`src/rtl/flash_host_pkg.sv`:
```
// constants shared by the parallel flash command host
`default_nettype none
package flash_host_pkg;
	// clock and pin timing, figures in ns as printed, erase time in s
	localparam int CLK_PERIOD_NS = 20;
	localparam int WRITE_LOW_NS = 50;
	localparam int WRITE_HIGH_NS = 40;
	localparam int READ_ACCESS_NS = 70;
	localparam int TOGGLE_HIGH_PULSE_MIN_NS = 150;
	localparam int ERASE_CYCLE_MAX_S = 5;
	localparam int SYNC_STAGES = 2;
	// least times round up to whole clock cycles
	localparam int WRITE_LOW_CYC = (WRITE_LOW_NS + CLK_PERIOD_NS - 1) / CLK_PERIOD_NS;
	localparam int WRITE_HIGH_CYC = (WRITE_HIGH_NS + CLK_PERIOD_NS - 1) / CLK_PERIOD_NS;
	localparam int READ_CYC = (READ_ACCESS_NS + CLK_PERIOD_NS - 1) / CLK_PERIOD_NS
		+ SYNC_STAGES + 1;
	localparam int TOGGLE_HIGH_CYC = (TOGGLE_HIGH_PULSE_MIN_NS + CLK_PERIOD_NS - 1)
		/ CLK_PERIOD_NS;
	localparam int ERASE_TIMEOUT_CYC = ERASE_CYCLE_MAX_S * (1000000000 / CLK_PERIOD_NS);
	// widths
	localparam int ADDR_W = 17;
	localparam int DATA_W = 16;
	localparam int CNT_W = 4;
	localparam int STEP_W = 3;
	localparam int TMO_W = 28;
	localparam int TOGGLE_STATUS_BIT = 6;
	// command codes on the low data byte
	localparam logic [7:0] CODE_UNLOCK_1 = 8'hAA;
	localparam logic [7:0] CODE_UNLOCK_2 = 8'h55;
	localparam logic [7:0] CODE_ERASE_SETUP = 8'h80;
	localparam logic [7:0] CODE_CHIP_ERASE = 8'h10;
	localparam logic [7:0] CODE_SECTOR_ERASE = 8'h30;
	localparam logic [7:0] CODE_ID_ENTRY = 8'h90;
	localparam logic [7:0] CODE_ID_EXIT = 8'hF0;
	localparam logic [7:0] CODE_LOCKOUT = 8'h40;
	// command addresses on the low sixteen address bits
	localparam logic [15:0] ADDR_CMD_1 = 16'h5555;
	localparam logic [15:0] ADDR_CMD_2 = 16'h2AAA;
	localparam logic [15:0] ADDR_ZERO = 16'h0000;
	// sequence lengths
	localparam logic [STEP_W-1:0] LEN_NONE = 3'h0;
	localparam logic [STEP_W-1:0] LEN_SHORT = 3'h1;
	localparam logic [STEP_W-1:0] LEN_ENTRY = 3'h3;
	localparam logic [STEP_W-1:0] LEN_LONG = 3'h6;
	// user operations
	typedef enum logic [2:0] {
		OP_READ = 3'h0,
		OP_CHIP_ERASE = 3'h1,
		OP_SECTOR_ERASE = 3'h2,
		OP_ID_ENTRY = 3'h3,
		OP_ID_READ = 3'h4,
		OP_ID_EXIT_LONG = 3'h5,
		OP_ID_EXIT_SHORT = 3'h6,
		OP_LOCKOUT = 3'h7
	} flash_op_t;
	// controller states, one-hot
	typedef enum logic [5:0] {
		ST_IDLE = 6'b00_0001,
		ST_WR_LO = 6'b00_0010,
		ST_WR_HI = 6'b00_0100,
		ST_RD_LO = 6'b00_1000,
		ST_RD_HI = 6'b01_0000,
		ST_DONE = 6'b10_0000
	} host_state_t;
endpackage : flash_host_pkg
`default_nettype wire

```
`src/rtl/flash_cmd_host.sv`:
```
// host that drives erase, identification, lockout and toggle polling on a parallel flash
`default_nettype none
module flash_cmd_host #(
	parameter int unsigned TIMEOUT_CYC = flash_host_pkg::ERASE_TIMEOUT_CYC
) (
	// clock and reset
	input wire logic ref_clk_i,
	input wire logic reset_n_i,
	// user command port
	input wire logic cmd_valid_i,
	output logic cmd_ready_o,
	input wire flash_host_pkg::flash_op_t cmd_op_i,
	input wire logic [flash_host_pkg::ADDR_W-1:0] cmd_addr_i,
	input wire logic id_select_address_bit_i,
	// user result port
	output logic done_o,
	output logic timeout_o,
	output logic [flash_host_pkg::DATA_W-1:0] rd_data_o,
	// flash pins
	output logic [flash_host_pkg::ADDR_W-1:0] flash_addr_o,
	output logic chip_sel_n_o,
	output logic out_en_n_o,
	output logic write_n_o,
	output logic [flash_host_pkg::DATA_W-1:0] flash_dq_o,
	output logic flash_dq_oe_o,
	input wire logic [flash_host_pkg::DATA_W-1:0] flash_dq_i
);
	import flash_host_pkg::*;

	localparam logic [CNT_W-1:0] WR_LO_LOAD = CNT_W'(WRITE_LOW_CYC - 1);
	localparam logic [CNT_W-1:0] WR_HI_LOAD = CNT_W'(WRITE_HIGH_CYC - 1);
	localparam logic [CNT_W-1:0] RD_LOAD = CNT_W'(READ_CYC - 1);
	localparam logic [CNT_W-1:0] TGL_HI_LOAD = CNT_W'(TOGGLE_HIGH_CYC - 1);
	localparam logic [TMO_W-1:0] TMO_LIMIT = TMO_W'(TIMEOUT_CYC);

	// reset release synchroniser, assert async, release on clock
	logic rst_meta_ff;
	logic rst_n_ff;
	always_ff @(posedge ref_clk_i or negedge reset_n_i) begin
		if (!reset_n_i) begin
			rst_meta_ff <= 1'b0;
			rst_n_ff <= 1'b0;
		end else begin
			rst_meta_ff <= 1'b1;
			rst_n_ff <= rst_meta_ff;
		end
	end

	// data pins come from an unclocked part, two flops before use
	logic [DATA_W-1:0] dq_meta_ff;
	logic [DATA_W-1:0] dq_sync_ff;
	always_ff @(posedge ref_clk_i or negedge rst_n_ff) begin
		if (!rst_n_ff) begin
			dq_meta_ff <= '0;
			dq_sync_ff <= '0;
		end else begin
			dq_meta_ff <= flash_dq_i;
			dq_sync_ff <= dq_meta_ff;
		end
	end

	// sequence table: {address, data} of write number step
	function automatic logic [23:0] seq_word(input flash_op_t op, input logic [STEP_W-1:0] step,
			input logic [15:0] fin_addr);
		logic [15:0] a;
		logic [7:0] d;
		a = ADDR_CMD_1;
		d = CODE_UNLOCK_1;
		unique case (step)
			3'h0: begin
				// short exit is a lone exit code
				if (op == OP_ID_EXIT_SHORT) begin
					a = ADDR_ZERO;
					d = CODE_ID_EXIT;
				end
			end
			3'h1: begin
				a = ADDR_CMD_2;
				d = CODE_UNLOCK_2;
			end
			3'h2: begin
				if (op == OP_ID_ENTRY) begin
					d = CODE_ID_ENTRY;
				end else if (op == OP_ID_EXIT_LONG) begin
					d = CODE_ID_EXIT;
				end else begin
					d = CODE_ERASE_SETUP;
				end
			end
			3'h3: begin
				d = CODE_UNLOCK_1;
			end
			3'h4: begin
				a = ADDR_CMD_2;
				d = CODE_UNLOCK_2;
			end
			default: begin
				if (op == OP_SECTOR_ERASE) begin
					a = fin_addr;
					d = CODE_SECTOR_ERASE;
				end else if (op == OP_LOCKOUT) begin
					d = CODE_LOCKOUT;
				end else begin
					d = CODE_CHIP_ERASE;
				end
			end
		endcase
		return {a, d};
	endfunction : seq_word

	// number of command writes per operation
	function automatic logic [STEP_W-1:0] seq_len(input flash_op_t op);
		unique case (op)
			OP_READ, OP_ID_READ: return LEN_NONE;
			OP_ID_ENTRY, OP_ID_EXIT_LONG: return LEN_ENTRY;
			OP_ID_EXIT_SHORT: return LEN_SHORT;
			default: return LEN_LONG;
		endcase
	endfunction : seq_len

	// controller state
	host_state_t state_ff, nxt_state;
	flash_op_t op_ff, nxt_op;
	logic [CNT_W-1:0] cnt_ff, nxt_cnt;
	logic [STEP_W-1:0] step_ff, nxt_step;
	logic [15:0] fin_addr_ff, nxt_fin_addr;
	logic first_ff, nxt_first;             // first poll read has no reference yet
	logic tgl_prev_ff, nxt_tgl_prev;       // toggle bit of the previous poll read
	logic [TMO_W-1:0] tmo_ff, nxt_tmo;     // cycles spent polling
	logic timeout_ff, nxt_timeout;
	logic [DATA_W-1:0] rd_data_ff, nxt_rd_data;
	// pin registers
	logic [ADDR_W-1:0] addr_ff, nxt_addr;
	logic ce_n_ff, nxt_ce_n;
	logic oe_n_ff, nxt_oe_n;
	logic we_n_ff, nxt_we_n;
	logic [DATA_W-1:0] dq_out_ff, nxt_dq_out;
	logic dq_oe_ff, nxt_dq_oe;
	logic [23:0] word;                     // table entry of the next write
	logic polls;                           // operation ends with toggle polling
	logic tgl_now;

	// next-state logic for the whole sequencer
	always_comb begin
		nxt_state = state_ff;
		nxt_op = op_ff;
		nxt_cnt = cnt_ff;
		nxt_step = step_ff;
		nxt_fin_addr = fin_addr_ff;
		nxt_first = first_ff;
		nxt_tgl_prev = tgl_prev_ff;
		nxt_tmo = tmo_ff;
		nxt_timeout = timeout_ff;
		nxt_rd_data = rd_data_ff;
		nxt_addr = addr_ff;
		nxt_ce_n = ce_n_ff;
		nxt_oe_n = oe_n_ff;
		nxt_we_n = we_n_ff;
		nxt_dq_out = dq_out_ff;
		nxt_dq_oe = dq_oe_ff;
		polls = (op_ff == OP_CHIP_ERASE) || (op_ff == OP_SECTOR_ERASE) || (op_ff == OP_LOCKOUT);
		tgl_now = dq_sync_ff[TOGGLE_STATUS_BIT];
		word = seq_word(op_ff, nxt_step, fin_addr_ff);
		unique case (state_ff)
			ST_IDLE: begin
				if (cmd_valid_i) begin
					nxt_op = cmd_op_i;
					nxt_step = '0;
					nxt_fin_addr = cmd_addr_i[15:0];
					nxt_first = 1'b1;
					nxt_tmo = '0;
					nxt_timeout = 1'b0;
					if (seq_len(cmd_op_i) != LEN_NONE) begin
						// command address on low sixteen bits
						word = seq_word(cmd_op_i, '0, cmd_addr_i[15:0]);
						nxt_addr = {1'b0, word[23:8]};
						nxt_dq_out = {8'h00, word[7:0]};
						nxt_dq_oe = 1'b1;
						nxt_ce_n = 1'b0;
						nxt_we_n = 1'b0;
						nxt_cnt = WR_LO_LOAD;
						nxt_state = ST_WR_LO;
					end else begin
						nxt_addr = (cmd_op_i == OP_ID_READ) ?
							{{(ADDR_W-1){1'b0}}, id_select_address_bit_i} : cmd_addr_i;
						nxt_ce_n = 1'b0;
						nxt_oe_n = 1'b0;
						nxt_cnt = RD_LOAD;
						nxt_state = ST_RD_LO;
					end
				end
			end
			ST_WR_LO: begin
				nxt_cnt = cnt_ff - 1'b1;
				if (cnt_ff == '0) begin
					nxt_ce_n = 1'b1;
					nxt_we_n = 1'b1;
					nxt_cnt = WR_HI_LOAD;
					nxt_state = ST_WR_HI;
				end
			end
			ST_WR_HI: begin
				nxt_cnt = cnt_ff - 1'b1;
				if (cnt_ff == '0) begin
					nxt_step = step_ff + 1'b1;
					word = seq_word(op_ff, nxt_step, fin_addr_ff);
					if (nxt_step < seq_len(op_ff)) begin
						nxt_addr = {1'b0, word[23:8]};
						nxt_dq_out = {8'h00, word[7:0]};
						nxt_ce_n = 1'b0;
						nxt_we_n = 1'b0;
						nxt_cnt = WR_LO_LOAD;
						nxt_state = ST_WR_LO;
					end else if (polls) begin
						nxt_dq_oe = 1'b0;
						nxt_ce_n = 1'b0;
						nxt_oe_n = 1'b0;
						nxt_cnt = RD_LOAD;
						nxt_state = ST_RD_LO;
					end else begin
						nxt_dq_oe = 1'b0;
						nxt_state = ST_DONE;
					end
				end
			end
			ST_RD_LO: begin
				nxt_cnt = cnt_ff - 1'b1;
				nxt_tmo = tmo_ff + 1'b1;
				if (cnt_ff == '0) begin
					nxt_ce_n = 1'b1;
					nxt_oe_n = 1'b1;
					nxt_rd_data = dq_sync_ff;
					nxt_tgl_prev = tgl_now;
					nxt_first = 1'b0;
					if (!polls || (!first_ff && (tgl_now == tgl_prev_ff))) begin
						nxt_state = ST_DONE;
					end else begin
						nxt_cnt = TGL_HI_LOAD;
						nxt_state = ST_RD_HI;
					end
				end
			end
			ST_RD_HI: begin
				nxt_cnt = cnt_ff - 1'b1;
				nxt_tmo = tmo_ff + 1'b1;
				if (tmo_ff >= TMO_LIMIT) begin
					// a stuck part must not hang the host forever
					nxt_timeout = 1'b1;
					nxt_state = ST_DONE;
				end else if (cnt_ff == '0) begin
					nxt_ce_n = 1'b0;
					nxt_oe_n = 1'b0;
					nxt_cnt = RD_LOAD;
					nxt_state = ST_RD_LO;
				end
			end
			ST_DONE: begin
				nxt_state = ST_IDLE;
			end
		endcase
	end

	// register stage for the sequencer and pins
	always_ff @(posedge ref_clk_i or negedge rst_n_ff) begin
		if (!rst_n_ff) begin
			state_ff <= ST_IDLE;
			op_ff <= OP_READ;
			cnt_ff <= '0;
			step_ff <= '0;
			fin_addr_ff <= '0;
			first_ff <= 1'b1;
			tgl_prev_ff <= 1'b0;
			tmo_ff <= '0;
			timeout_ff <= 1'b0;
			rd_data_ff <= '0;
			addr_ff <= '0;
			ce_n_ff <= 1'b1;
			oe_n_ff <= 1'b1;
			we_n_ff <= 1'b1;
			dq_out_ff <= '0;
			dq_oe_ff <= 1'b0;
		end else begin
			state_ff <= nxt_state;
			op_ff <= nxt_op;
			cnt_ff <= nxt_cnt;
			step_ff <= nxt_step;
			fin_addr_ff <= nxt_fin_addr;
			first_ff <= nxt_first;
			tgl_prev_ff <= nxt_tgl_prev;
			tmo_ff <= nxt_tmo;
			timeout_ff <= nxt_timeout;
			rd_data_ff <= nxt_rd_data;
			addr_ff <= nxt_addr;
			ce_n_ff <= nxt_ce_n;
			oe_n_ff <= nxt_oe_n;
			we_n_ff <= nxt_we_n;
			dq_out_ff <= nxt_dq_out;
			dq_oe_ff <= nxt_dq_oe;
		end
	end

	// handshakes combinational, data and pins from flops
	// no ready while the reset copy still holds the sequencer, or a request would be lost
	assign cmd_ready_o = (state_ff == ST_IDLE) && rst_n_ff;
	assign done_o = (state_ff == ST_DONE);
	assign timeout_o = timeout_ff;
	assign rd_data_o = rd_data_ff;
	assign flash_addr_o = addr_ff;
	assign chip_sel_n_o = ce_n_ff;
	assign out_en_n_o = oe_n_ff;
	assign write_n_o = we_n_ff;
	assign flash_dq_o = dq_out_ff;
	assign flash_dq_oe_o = dq_oe_ff;
endmodule : flash_cmd_host
`default_nettype wire

```
`config.mk`:
```
export PLATFORM = sky130hd
export DESIGN_NAME = flash_cmd_host
export DESIGN_NICKNAME = d
export VERILOG_FILES = /design/src/rtl/flash_host_pkg.sv /design/src/rtl/flash_cmd_host.sv
export SDC_FILE = /design/constraint.sdc
export NUM_CORES = 1
export LEC_CHECK = 0
export BUFFER_PORTS_ARGS = -buffer_cell sky130_fd_sc_hd__buf_2
export CAP_MARGIN = 10
export CORE_MARGIN = 2
export CORE_UTILIZATION = 45
export DETAILED_ROUTE_END_ITERATION = 10
export PLACE_DENSITY = 0.65
export SKIP_LAST_GASP = 1
export SLEW_MARGIN = 5
export SYNTH_ARGS = -nofsm -noshare
export SYNTH_HDL_FRONTEND = slang
export SYNTH_SLANG_ARGS = --single-unit
```
`constraint.sdc`:
```
create_clock -name ref_clk_i -period 11.7 [get_ports ref_clk_i]
set_input_delay 1.17 -clock ref_clk_i [delete_from_list [all_inputs] [get_ports ref_clk_i]]
set_output_delay 1.17 -clock ref_clk_i [all_outputs]
set_load 0.02 [all_outputs]
```
# Word-level counts from Yosys, hierarchy flattened
# Index checks and enable logic that the tools add are counted.
# totals
wordCells,186
inputBits,40
ramBits,0
n_memories,0
rom_bits,0
latchBits,0
ff_bits,150
# op_classes
shift,0
add_sub_neg,3
div,0
reduce_logical,42
mux,82
eq_ne,37
multipliers,0
n_bitwise,0
n_lt_le_gt_ge,2
# ops
op,count
2-to-1 mux 17 bit,5
2-to-1 mux 16 bit,5
case mux 28 bit (2 select lines),1
2-to-1 mux 6 bit,9
case mux 16 bit (3 select lines),1
2-to-1 mux 7 bit,6
2-to-1 mux 4 bit,10
case mux 6 bit (6 select lines),1
case mux 17 bit (2 select lines),1
case mux 16 bit (2 select lines),1
case mux 8 bit (4 select lines),1
2-to-1 mux 15 bit,2
adder 28 x 1 -> 28 bit (second input constant),1
>= comparator 28 bit (second input constant),1
2-to-1 mux 28 bit,1
equality test 3 bit (second input constant),8
!= test 2 bit (second input constant),12
2-to-1 mux 1 bit,21
2-to-1 mux 3 bit,7
case mux 4 bit (5 select lines),1
case mux 3 bit (3 select lines),2
OR reduction 2 bit,8
equality test 3 x 2 -> 1 bit (second input constant),5
AND reduction 5 bit,3
32 further kinds,53

# Longest topological paths before layout
# Gate-level depths: netlist of the first run.
# logic_depth
depth_word,9
ltp_mapped,13
depth_no_buf,11

# Worst setup path before layout of the first run
# OpenSTA, ideal clock, no wires.
# synth_timing
path_type,reg-to-output
startpoint,reg rst_n_ff
endpoint,out cmd_ready_o
n_path_buf,0
path_stages_with_launch,2
required_time_ps,10530
t_arrival_ps,3893
setup_slack_ps,6637
path_cell_list,dfrtp_1 and3_1
# synth_via
elab_chain_len,1
# synth_rtl
element,line,source
start: declaration,flash_cmd_host.sv:38,logic rst_n_ff;
start signal: assignment,flash_cmd_host.sv:45,rst_n_ff <= rst_meta_ff;
logical AND 1 bit,flash_cmd_host.sv:304,assign cmd_ready_o = (state_ff == ST_IDLE) && rst_n_ff;
end: declaration,flash_cmd_host.sv:11,"output logic cmd_ready_o,"
# No other way between the ends.

# Final worst setup path of the first run
# layout_timing
startpoint,reg step_ff[0]
endpoint,"reg addr_ff[12], in the netlist flash_addr_o[12]"
# layout_via
elab_chain_len,7
word_cells_on_any_way,15
# layout_rtl
element,line,source
start: declaration,flash_cmd_host.sv:125,"logic [STEP_W-1:0] step_ff, nxt_step;"
start signal: assignment,flash_cmd_host.sv:286,step_ff <= nxt_step;
adder 3 x 1 -> 3 bit *,flash_cmd_host.sv:205,nxt_step = step_ff + 1'b1;
equality test 3 bit (tied with other cells),flash_cmd_host.sv:69,unique case (step)
OR reduction 2 bit (no line),--,
case mux 16 bit (3 select lines),flash_cmd_host.sv:69,
2-to-1 mux 17 bit,flash_cmd_host.sv:207,if (nxt_step < seq_len(op_ff)) begin
2-to-1 mux 17 bit,flash_cmd_host.sv:204,if (cnt_ff == '0) begin
case mux 17 bit (2 select lines),flash_cmd_host.sv:164,unique case (state_ff)
end signal: assignment,flash_cmd_host.sv:293,addr_ff <= nxt_addr;
end: declaration,flash_cmd_host.sv:133,"logic [ADDR_W-1:0] addr_ff, nxt_addr;"
# Mark *: on every way between the ends. The rest lies on a longest branch, timed or not. The select of a mux whose other input is x is not followed.
# A chain may end at the register's enable or synchronous reset.

==> results.env, run 1 <==
SYNTHCELLS=666
CP.ARRIVAL_PS=3520
ANTENNA-DIODE-COUNT=0
TIMING.MAX_SLEW.REL_SLACK_PCT=32.0
CRITICAL_PATH.MAX_FANOUT=9
GRT_PASS1_VIAS=5152
P_SW_SHARE_PCT=35.9
DRC_ERRORS=0
POWER_PER_CELL_AREA_nW_PER_UM2=226
INTERNAL-POWER_W=0.00110
CLOCK.FMAX_MHz=317
DPL.CELL_COUNT=907
SYNTHESIS.YOSYS.WARNINGS=0
INITIALDRTVIOLATIONCOUNT=353
CLOCK_TREE.BUFFER_DEPTH=2
SETUP.WORST_PATH.START_CLASS='flop'
DIE-AREA_SQ_UM=15600
WORST_HOLD_SLACK_PS=346
REGISTER_BIT_COUNT_REPORTED_BY_YOSYS=139
SETUP_VIOL_COUNT_FINAL=0
CRIT_PATH_CELL_TRACE='ha_1 > ha_1 > mux2_2 > nor3_1 > o21ai_0 > a22oi_1 > mux2_2'
LEAKAGE_nW=3.70
SYNTH.AVG_CELL_AREA_SQ_UM=9.86
PWR-SHARE-CLK_PCT=29.1
GRT_PASS1_WL_MM=24.7
PEAKVDDDROP_V=0.000128
CTS_INSERTED_BUFFERS=17
MAX_STAGE_DELAY_PS=780
BOUNDARYPINS=96
NUM_VIAS=5121
FINISH.CELL_COUNT_WITHOUT_FILLERS=937
CLKLATENCYLATEPIN_PS=420
CTS_RESIZED=0
END_KIND='flop'
HTREE_NUM_LEVELS=4
CP_SLOWEST_CELL='nor3_1'
HOLD_PATH.CLASS='reg2reg'
STATUS='completed'
PROPORTION_OF_LAYOUT_CELLS_WITH_A_DRIVE_SUFFIX_ABOVE_1_PCT=22.3
NUMCLOCKSINKS=139
SYNTH.LIB_CELLS_USED.DISTINCT=75
GRT_START_MAX_NET_PINS=77
TNS_SETUP_PS=0
TOTALWIRELENGTH_MM=14.6
TIMING.FINAL.MAX_SLEW_VIOLATIONS=0
FINCLKSKEW_PS=11.2
RELATIVE_CONTRIBUTION_OF_SEQUENTIAL_CELLS_TO_TOTAL_POWER_PCT=40.7
DIE_H_MICRONS=125
FINAL.FILL_COUNT=1279
WORST_PATH_DOMINANT_CELL_FAMILY='simple AND/OR/NAND/NOR gates'
TIGHTEST_SLEW_PS=1010
DETAIL_ROUTE.VIAS_PER_CELL=5.47
TIMING.CRITICAL_PATH.BUF_INV=0
HOLD_VIOL=0
TIMING_WORST_SETUP_PATH_TYPE='reg2reg'
GATE_POWER_SHARE_PCT=30.2
NUMPORTBUFFERS=87
FINAL_GP_CONGESTION=0.889
CRITPATHREQUIREDTIME_PS=12060
SYNTH_EDF_COUNT=0
YS_SEQ_AREA_SHARE_PCT=53.1
FLOW.AREA_GROWTH_FROM_SYNTHESIS_PCT=15.8
DESIGN.FINAL.NETS=793
GRT_SETUP_UNREPAIRED='false'
CORE_REGION_AREA_SQ_UM=14400
DRT-PASS1-ITER-COUNT=5
YOSYS_MOST_USED_DFF='dfrtp_1'
MAX_CAP_VIOL_COUNT=0
FINAL_ANTENNA_NET_COUNT=0
GRT_ANTENNA_BEFORE_REPAIR=0
GLOBAL_ROUTE.USAGE.TOTAL_PCT=19.7
POST-ROUTE-PERIOD-UTIL_PCT=27.0
CLOCK-ROOT-BUFFER='clkbuf_16'
DIE_W_MICRONS=125
HPWL_MM=10.2
NET-SWITCHING-POWER_W=0.000617
TRITONCTS='done'
PLACEMENT_ROWS=44
WL_PER_CELL_MICRONS=15.6
HOLDBUFCOUNTCTS=0
POSTCTSSETUPREPAIRBUFS=0
POSTSYNTH.ASYNCRESETSHARE_PCT=100
SYNTH_AREA_SQ_UM=6560
INITIAL_CORE_UTIL_PCT=45.7
GRT-OVFL-TOTAL=0
CTS.CLK_SLEW.WORST_PATHS_PS=60
REPORT.POWER.TOTAL_W=0.00172
FIN_CRIT_PS=3160
## layout make-up
| class | count | area [sq um] | share of cell area, % |
|---|---|---|---|
| sequential | 139 | 3490 | 45.9 |
| multi-input combinational | 482 | 2830 | 37.2 |
| timing repair buffer | 90 | 458 | 6.02 |
| clock buffer | 20 | 457 | 6.01 |
| tap | 184 | 230 | 3.03 |
| clock inverter | 10 | 93.8 | 1.23 |
| inverter | 12 | 45.0 | 0.593 |
## worst register-to-register path: cells and delay by family, from the launching register on
family          cells  cell delay (ps)
fa+ha+maj           2              700
simple gates        1              790
compound gates      2              570
mux                 2              590
flops               1              460
## state kept, by name, indices dropped and copies added, names as in the netlist
register	cells
flash_dq_oe_o	1
flash_dq_o	6
state_ff	6
rd_data_o	16
dq_meta_ff	16
timeout_o	1
first_ff	1
write_n_o	1
tmo_ff	28
chip_sel_n_o	1
flash_addr_o	17
step_ff	3
fin_addr_ff	16
rst_meta_ff	1
op_ff	3
cnt_ff	4
dq_sync_ff	16
out_en_n_o	1
rst_n_ff	1
## worst paths after layout
check / startpoint / end / slack, ps / cells after the start
max: step_ff[0] / flash_addr_o[12] / 8540 / 7
min: rst_meta_ff / rst_n_ff / 350 / 0
min reg2reg: rst_meta_ff / rst_n_ff / 350 / 0
max in group asynchronous: rst_n_ff / fin_addr_ff[14] / 9850 / 1
min in group asynchronous: rst_n_ff / dq_meta_ff[0] / 420 / 0
max reg2reg: step_ff[0] / flash_addr_o[12] / 8540 / 7
## power groups by stage
stage	combinational, W	clock (W)	sequential, W
after floorplan	0.000345	0	0.000733
after global placement	0.000502	0	0.000699
after detailed placement	0.000517	0	0.000705
after CTS	0.000521	0.000513	0.000698
after global routing	0.000575	0.000537	0.000716
final	0.000518	0.000500	0.000698
## metal layers
layer	GRT usage (%)	share of wire, %	up-vias
met5	0	0	-
met4	6.68	1.2	0
met3	6.23	6.0	16
met2	32.4	50	158
met1	24.6	43	2521
li1	-	-	2426
## synth_stat cells, drive strengths merged, types with 3 or more instances
master	count	area share [%]
clkbuf	15	0.86
mux2	18	3.1
inv	11	0.63
a31oi	3	0.29
nor2	47	2.9
dfrtp	134	51
nand2	146	8.4
xor2	16	2.1
a22oi	7	0.80
nand4	6	0.57
nand2b	3	0.29
nor4	3	0.38
and4	5	0.69
a21oi	37	2.9
nor2b	8	0.76
dfstp	5	2.0
nor3	19	1.8
nand3	23	1.9
buf	25	2.7
and3	14	1.3
or3	6	0.59
xnor2	10	1.3
ha	11	2.1
o21ai	42	3.4
or2	3	0.29
nor3b	4	0.78
o21a	3	0.34
## placed cells by master, fill, tap and decap left out, types with 3 or more instances in the layout
cell type   count
a31oi_1         3
clkbuf_16      17
xnor2_1        10
o21ai_2         3
a22oi_1         7
dfrtp_1       133
clkinvlp_4      3
o21ai_0        39
or3_1           5
dfstp_2         5
xor2_1         16
nand4_1         6
buf_2          87
and3_1         14
nor2_1         46
nand2_1       145
nand2b_1        3
ha_1           11
nor2b_1         8
nor3_1         16
o21a_1          3
buf_4           3
and4_1          4
inv_1          11
mux2_2         17
nand3_1        21
conb_1          9
clkinv_2        3
a21oi_1        36
## kinds of logic after synthesis
| logic type | after synthesis | share of synthesized area [%] |
|---|---|---|
| AO/OA/AOI/OAI | 119 | 11.6 |
| XOR/XNOR | 26 | 3.47 |
| adder cells (fa/ha/maj) | 11 | 2.10 |
| buffers and inverters | 52 | 4.21 |
| flip-flops | 139 | 53.1 |
| multiplexers | 19 | 3.24 |
| other | 2 | 0.114 |
| AND/OR/NAND/NOR | 298 | 22.1 |
## through the flow
step	area, sq um	setup WS, ps	util, %
floorplan	6590	6640	-
global placement	7050	8690	49.1
detailed placement	7050	8550	49.1
CTS	7600	8550	52.9
global route	7600	8310	52.9
finish	7600	8540	52.9
Note: power is estimated with default switching activity, not from simulation.
==> inputs of run 2 (changes only) <==
PLACE_DENSITY = 0.68   (was 0.65)
clock period = 2.6 ns   (was 11.7 ns; I/O delays follow)
==> results.env, run 2 (same netlist as run 1, synthesis figures left out) <==
CRITPATHREQUIREDTIME_PS=2900  # was 12,060 ps
SETUP_VIOL_COUNT_FINAL=0  # unchanged
HOLD_PATH.CLASS='in2reg'  # was reg2reg
TRITONCTS='done'  # unchanged
INITIALDRTVIOLATIONCOUNT=433  # was 353
POST-ROUTE-PERIOD-UTIL_PCT=97.3  # was 27.0%
FIN_CRIT_PS=2530  # was 3160 ps
DRC_ERRORS=0  # unchanged
CLOCK-ROOT-BUFFER='clkbuf_16'  # unchanged
FINCLKSKEW_PS=8.97  # was 11.2 ps
DIE_H_MICRONS=125  # unchanged
CTS_INSERTED_BUFFERS=17  # unchanged
NET-SWITCHING-POWER_W=0.00286  # was 0.000617 W
NUM_VIAS=5333  # was 5,121
LEAKAGE_nW=3.94  # was 3.70 nW
TOTALWIRELENGTH_MM=15.8  # was 14.6 mm
GRT_SETUP_UNREPAIRED='false'  # unchanged
GRT_PASS1_VIAS=5321  # was 5,152
HTREE_NUM_LEVELS=4  # unchanged
DESIGN.FINAL.NETS=839  # was 793
END_KIND='flop'  # unchanged
WORSTREG2REGEND='flash_addr_o[12]'  # unchanged
FINAL_GP_CONGESTION=0.909  # was 0.889
CP_SLOWEST_CELL='dfrtp_1'  # was nor3_1
PROPORTION_OF_LAYOUT_CELLS_WITH_A_DRIVE_SUFFIX_ABOVE_1_PCT=25.6  # was 22.3%
TIMING.RR.START='step_ff[0]'  # unchanged
P_SW_SHARE_PCT=35.9  # about the same
TIMING_WORST_SETUP_PATH_TYPE='reg2reg'  # unchanged
HOLD_VIOL=0  # unchanged
WORST_HOLD_STARTPOINT='cmd_addr_i[1]'  # was rst_meta_ff
CRIT_PATH_CELL_TRACE='ha_2 > ha_2 > ha_1 > o21a_1 > o31a_4 > nor2_8 > buf_6 > mux2_2'  # was ha_1 > ha_1 > mux2_2 > nor3_1 > o21ai_0 > a22oi_1 > mux2_2
GRT_ANTENNA_BEFORE_REPAIR=0  # unchanged
TIMING.FINAL.MAX_SLEW_VIOLATIONS=0  # unchanged
GATE_POWER_SHARE_PCT=32.7  # was 30.2%
FLOW.AREA_GROWTH_FROM_SYNTHESIS_PCT=22.7  # was 15.8%
PLACEMENT_ROWS=44  # unchanged
TIGHTEST_SLEW_PS=654  # was 1010 ps
MOSTFREQUENTLAYOUTCELL='nand2_1'  # unchanged
HOLD-PATH-CELL-COUNT=3  # was 0
DIE_W_MICRONS=125  # unchanged
SETUP.WORST_PATH.START_CLASS='flop'  # unchanged
GLOBAL_ROUTE.USAGE.TOTAL_PCT=20.7  # was 19.7%
ANTENNA-DIODE-COUNT=0  # unchanged
CLOCK_TREE.BUFFER_DEPTH=2  # unchanged
CRITICAL_PATH.MAX_FANOUT=8  # was 9
REG2REGPATHDEPTH=8  # was 7
PWR-SHARE-CLK_PCT=28.1  # was 29.1%
CTS.CLK_SLEW.WORST_PATHS_PS=60  # about the same
CLOCK.FMAX_MHz=395  # was 317 MHz
CP.ARRIVAL_PS=2830  # was 3520 ps
BOUNDARYPINS=96  # unchanged
DRT-PASS1-ITER-COUNT=5  # unchanged
TIMING.MAX_SLEW.REL_SLACK_PCT=56.2  # was 32.0%
HPWL_MM=10.6  # was 10.2 mm
FINAL.FILL_COUNT=1208  # was 1,279
CRITICAL_PATH.STARTPOINT='step_ff[0]'  # unchanged
HIGHEST_COUNT_CELLS_IN_THE_LAYOUT_IGNORING_FILL_AND_TAPS='145 x nand2_1, 132 x dfrtp_1, 87 x buf_2'  # was 145 x nand2_1, 133 x dfrtp_1, 87 x buf_2
FINISH.CELL_COUNT_WITHOUT_FILLERS=984  # was 937
DP_SLACK_PS=-3.57  # was 8550 ps
NUMPORTBUFFERS=87  # unchanged
FINAL_ANTENNA_NET_COUNT=0  # unchanged
PEAKVDDDROP_V=0.000716  # was 0.000128 V
CORE_REGION_AREA_SQ_UM=14400  # unchanged
GRT_START_MAX_NET_PINS=109  # was 77
MAX_CAP_VIOL_COUNT=0  # unchanged
TIMING.FINAL.WS_SETUP_PS=70.0  # was 8540 ps
DIE-AREA_SQ_UM=15600  # unchanged
POWER_PER_CELL_AREA_nW_PER_UM2=988  # was 226 nW/um^2
CP-ENDPOINT='flash_addr_o[12]'  # unchanged
RELATIVE_CONTRIBUTION_OF_SEQUENTIAL_CELLS_TO_TOTAL_POWER_PCT=39.2  # was 40.7%
DPL.CELL_COUNT=931  # was 907
LARGEST-REGISTER='tmo_ff'  # unchanged
REG2REG_SETUP_SLACK_PS=70  # was 8540 ps
LARGEST_REGISTER_FFS=28  # unchanged
STATUS='completed'  # unchanged
CRITICAL_PATH.MOST_COMMON_CELL='ha_2'
WL_PER_CELL_MICRONS=16.0  # was 15.6 microns
MAX_STAGE_DELAY_PS=410  # was 780 ps
DETAIL_ROUTE.VIAS_PER_CELL=5.42  # was 5.47
INITIAL_CORE_UTIL_PCT=45.7  # unchanged
INTERNAL-POWER_W=0.00510  # was 0.00110 W
CLKLATENCYLATEPIN_PS=420  # about the same
GRT_PASS1_WL_MM=26.0  # was 24.7 mm
NUMCLOCKSINKS=139  # unchanged
GRT-OVFL-TOTAL=0  # unchanged
-- run 2: cell types whose count changed in the layout (fill, tap and decap cells not counted), sizes merged --
cell         change
buf             +29
clkbuf           +1
clkinv           +2
clkinvlp         -1
dlygate4sd3     +17
inv              -1
-- run 2: worst min-delay path by stage --
stage	slack [ps]	to
2_1_floorplan	-40	rst_meta_ff
6_report	60	fin_addr_ff[1]
5_1_grt	60	fin_addr_ff[11]
4_1_cts	40	fin_addr_ff[1]
3_5_place_dp	50	rst_meta_ff
3_3_place_gp	50	rst_meta_ff
-- run 2: worst max-delay path: cells and delay by family (launching register included) --
| kind | cells | cell delay, ps |
|---|---|---|
| fa+ha+maj | 3 | 800 |
| simple gates | 1 | 130 |
| compound gates | 2 | 550 |
| buf+inv | 1 | 170 |
| mux | 1 | 350 |
| flops | 1 | 410 |
-- run 2: layout make-up --
cell class                      count  area, sq um  share of cell area (%)
Inverter                           12         45.0                   0.559
Clock buffer                       21          450                    5.59
Clock inverter                     10         95.1                    1.18
Multi-Input combinational cell    482         2880                    35.7
Sequential cell                   139         3490                    43.3
Tap cell                          184          230                    2.86
Timing Repair Buffer              136          866                    10.7
-- run 2: metal layers --
metal	GRT usage, %	up-vias	share of wire, %
li1	-	2514	-
met1	26.9	2635	43
met5	0	-	0
met2	33.5	168	49
met4	6.01	0	1.0
met3	6.27	16	6.3
-- run 2: power by group through the flow --
stage | registers, W | logic [W] | clock network, W
global placement | 0.00311 | 0.00243 | 0
finish | 0.00312 | 0.00260 | 0.00224
detailed placement | 0.00313 | 0.00249 | 0
CTS | 0.00311 | 0.00254 | 0.00229
global route | 0.00319 | 0.00287 | 0.00240
floorplan | 0.00330 | 0.00155 | 0
-- run 2: timing repair --
action	in CTS	in global routing
hold buffers	17	0
pin swaps	1	6
endpoints found under the setup margin	13	24
hold endpoints to repair	18	0
buffers inserted	0	5
gates resized for setup	1	10
-- run 2: metrics by stage --
stage	power (W)	cell area [sq um]	hold slack, ps	utilization [%]	setup TNS [ps]
finish	0.00796	8060	61.6	56.1	0
global route	0.00847	8060	63.2	56.1	0
CTS	0.00794	7970	45.0	55.4	0
detailed placement	0.00562	7250	52.8	50.4	-8.81
global placement	0.00554	7250	48.6	50.4	0
floorplan	0.00485	6600	-35.6	-	0
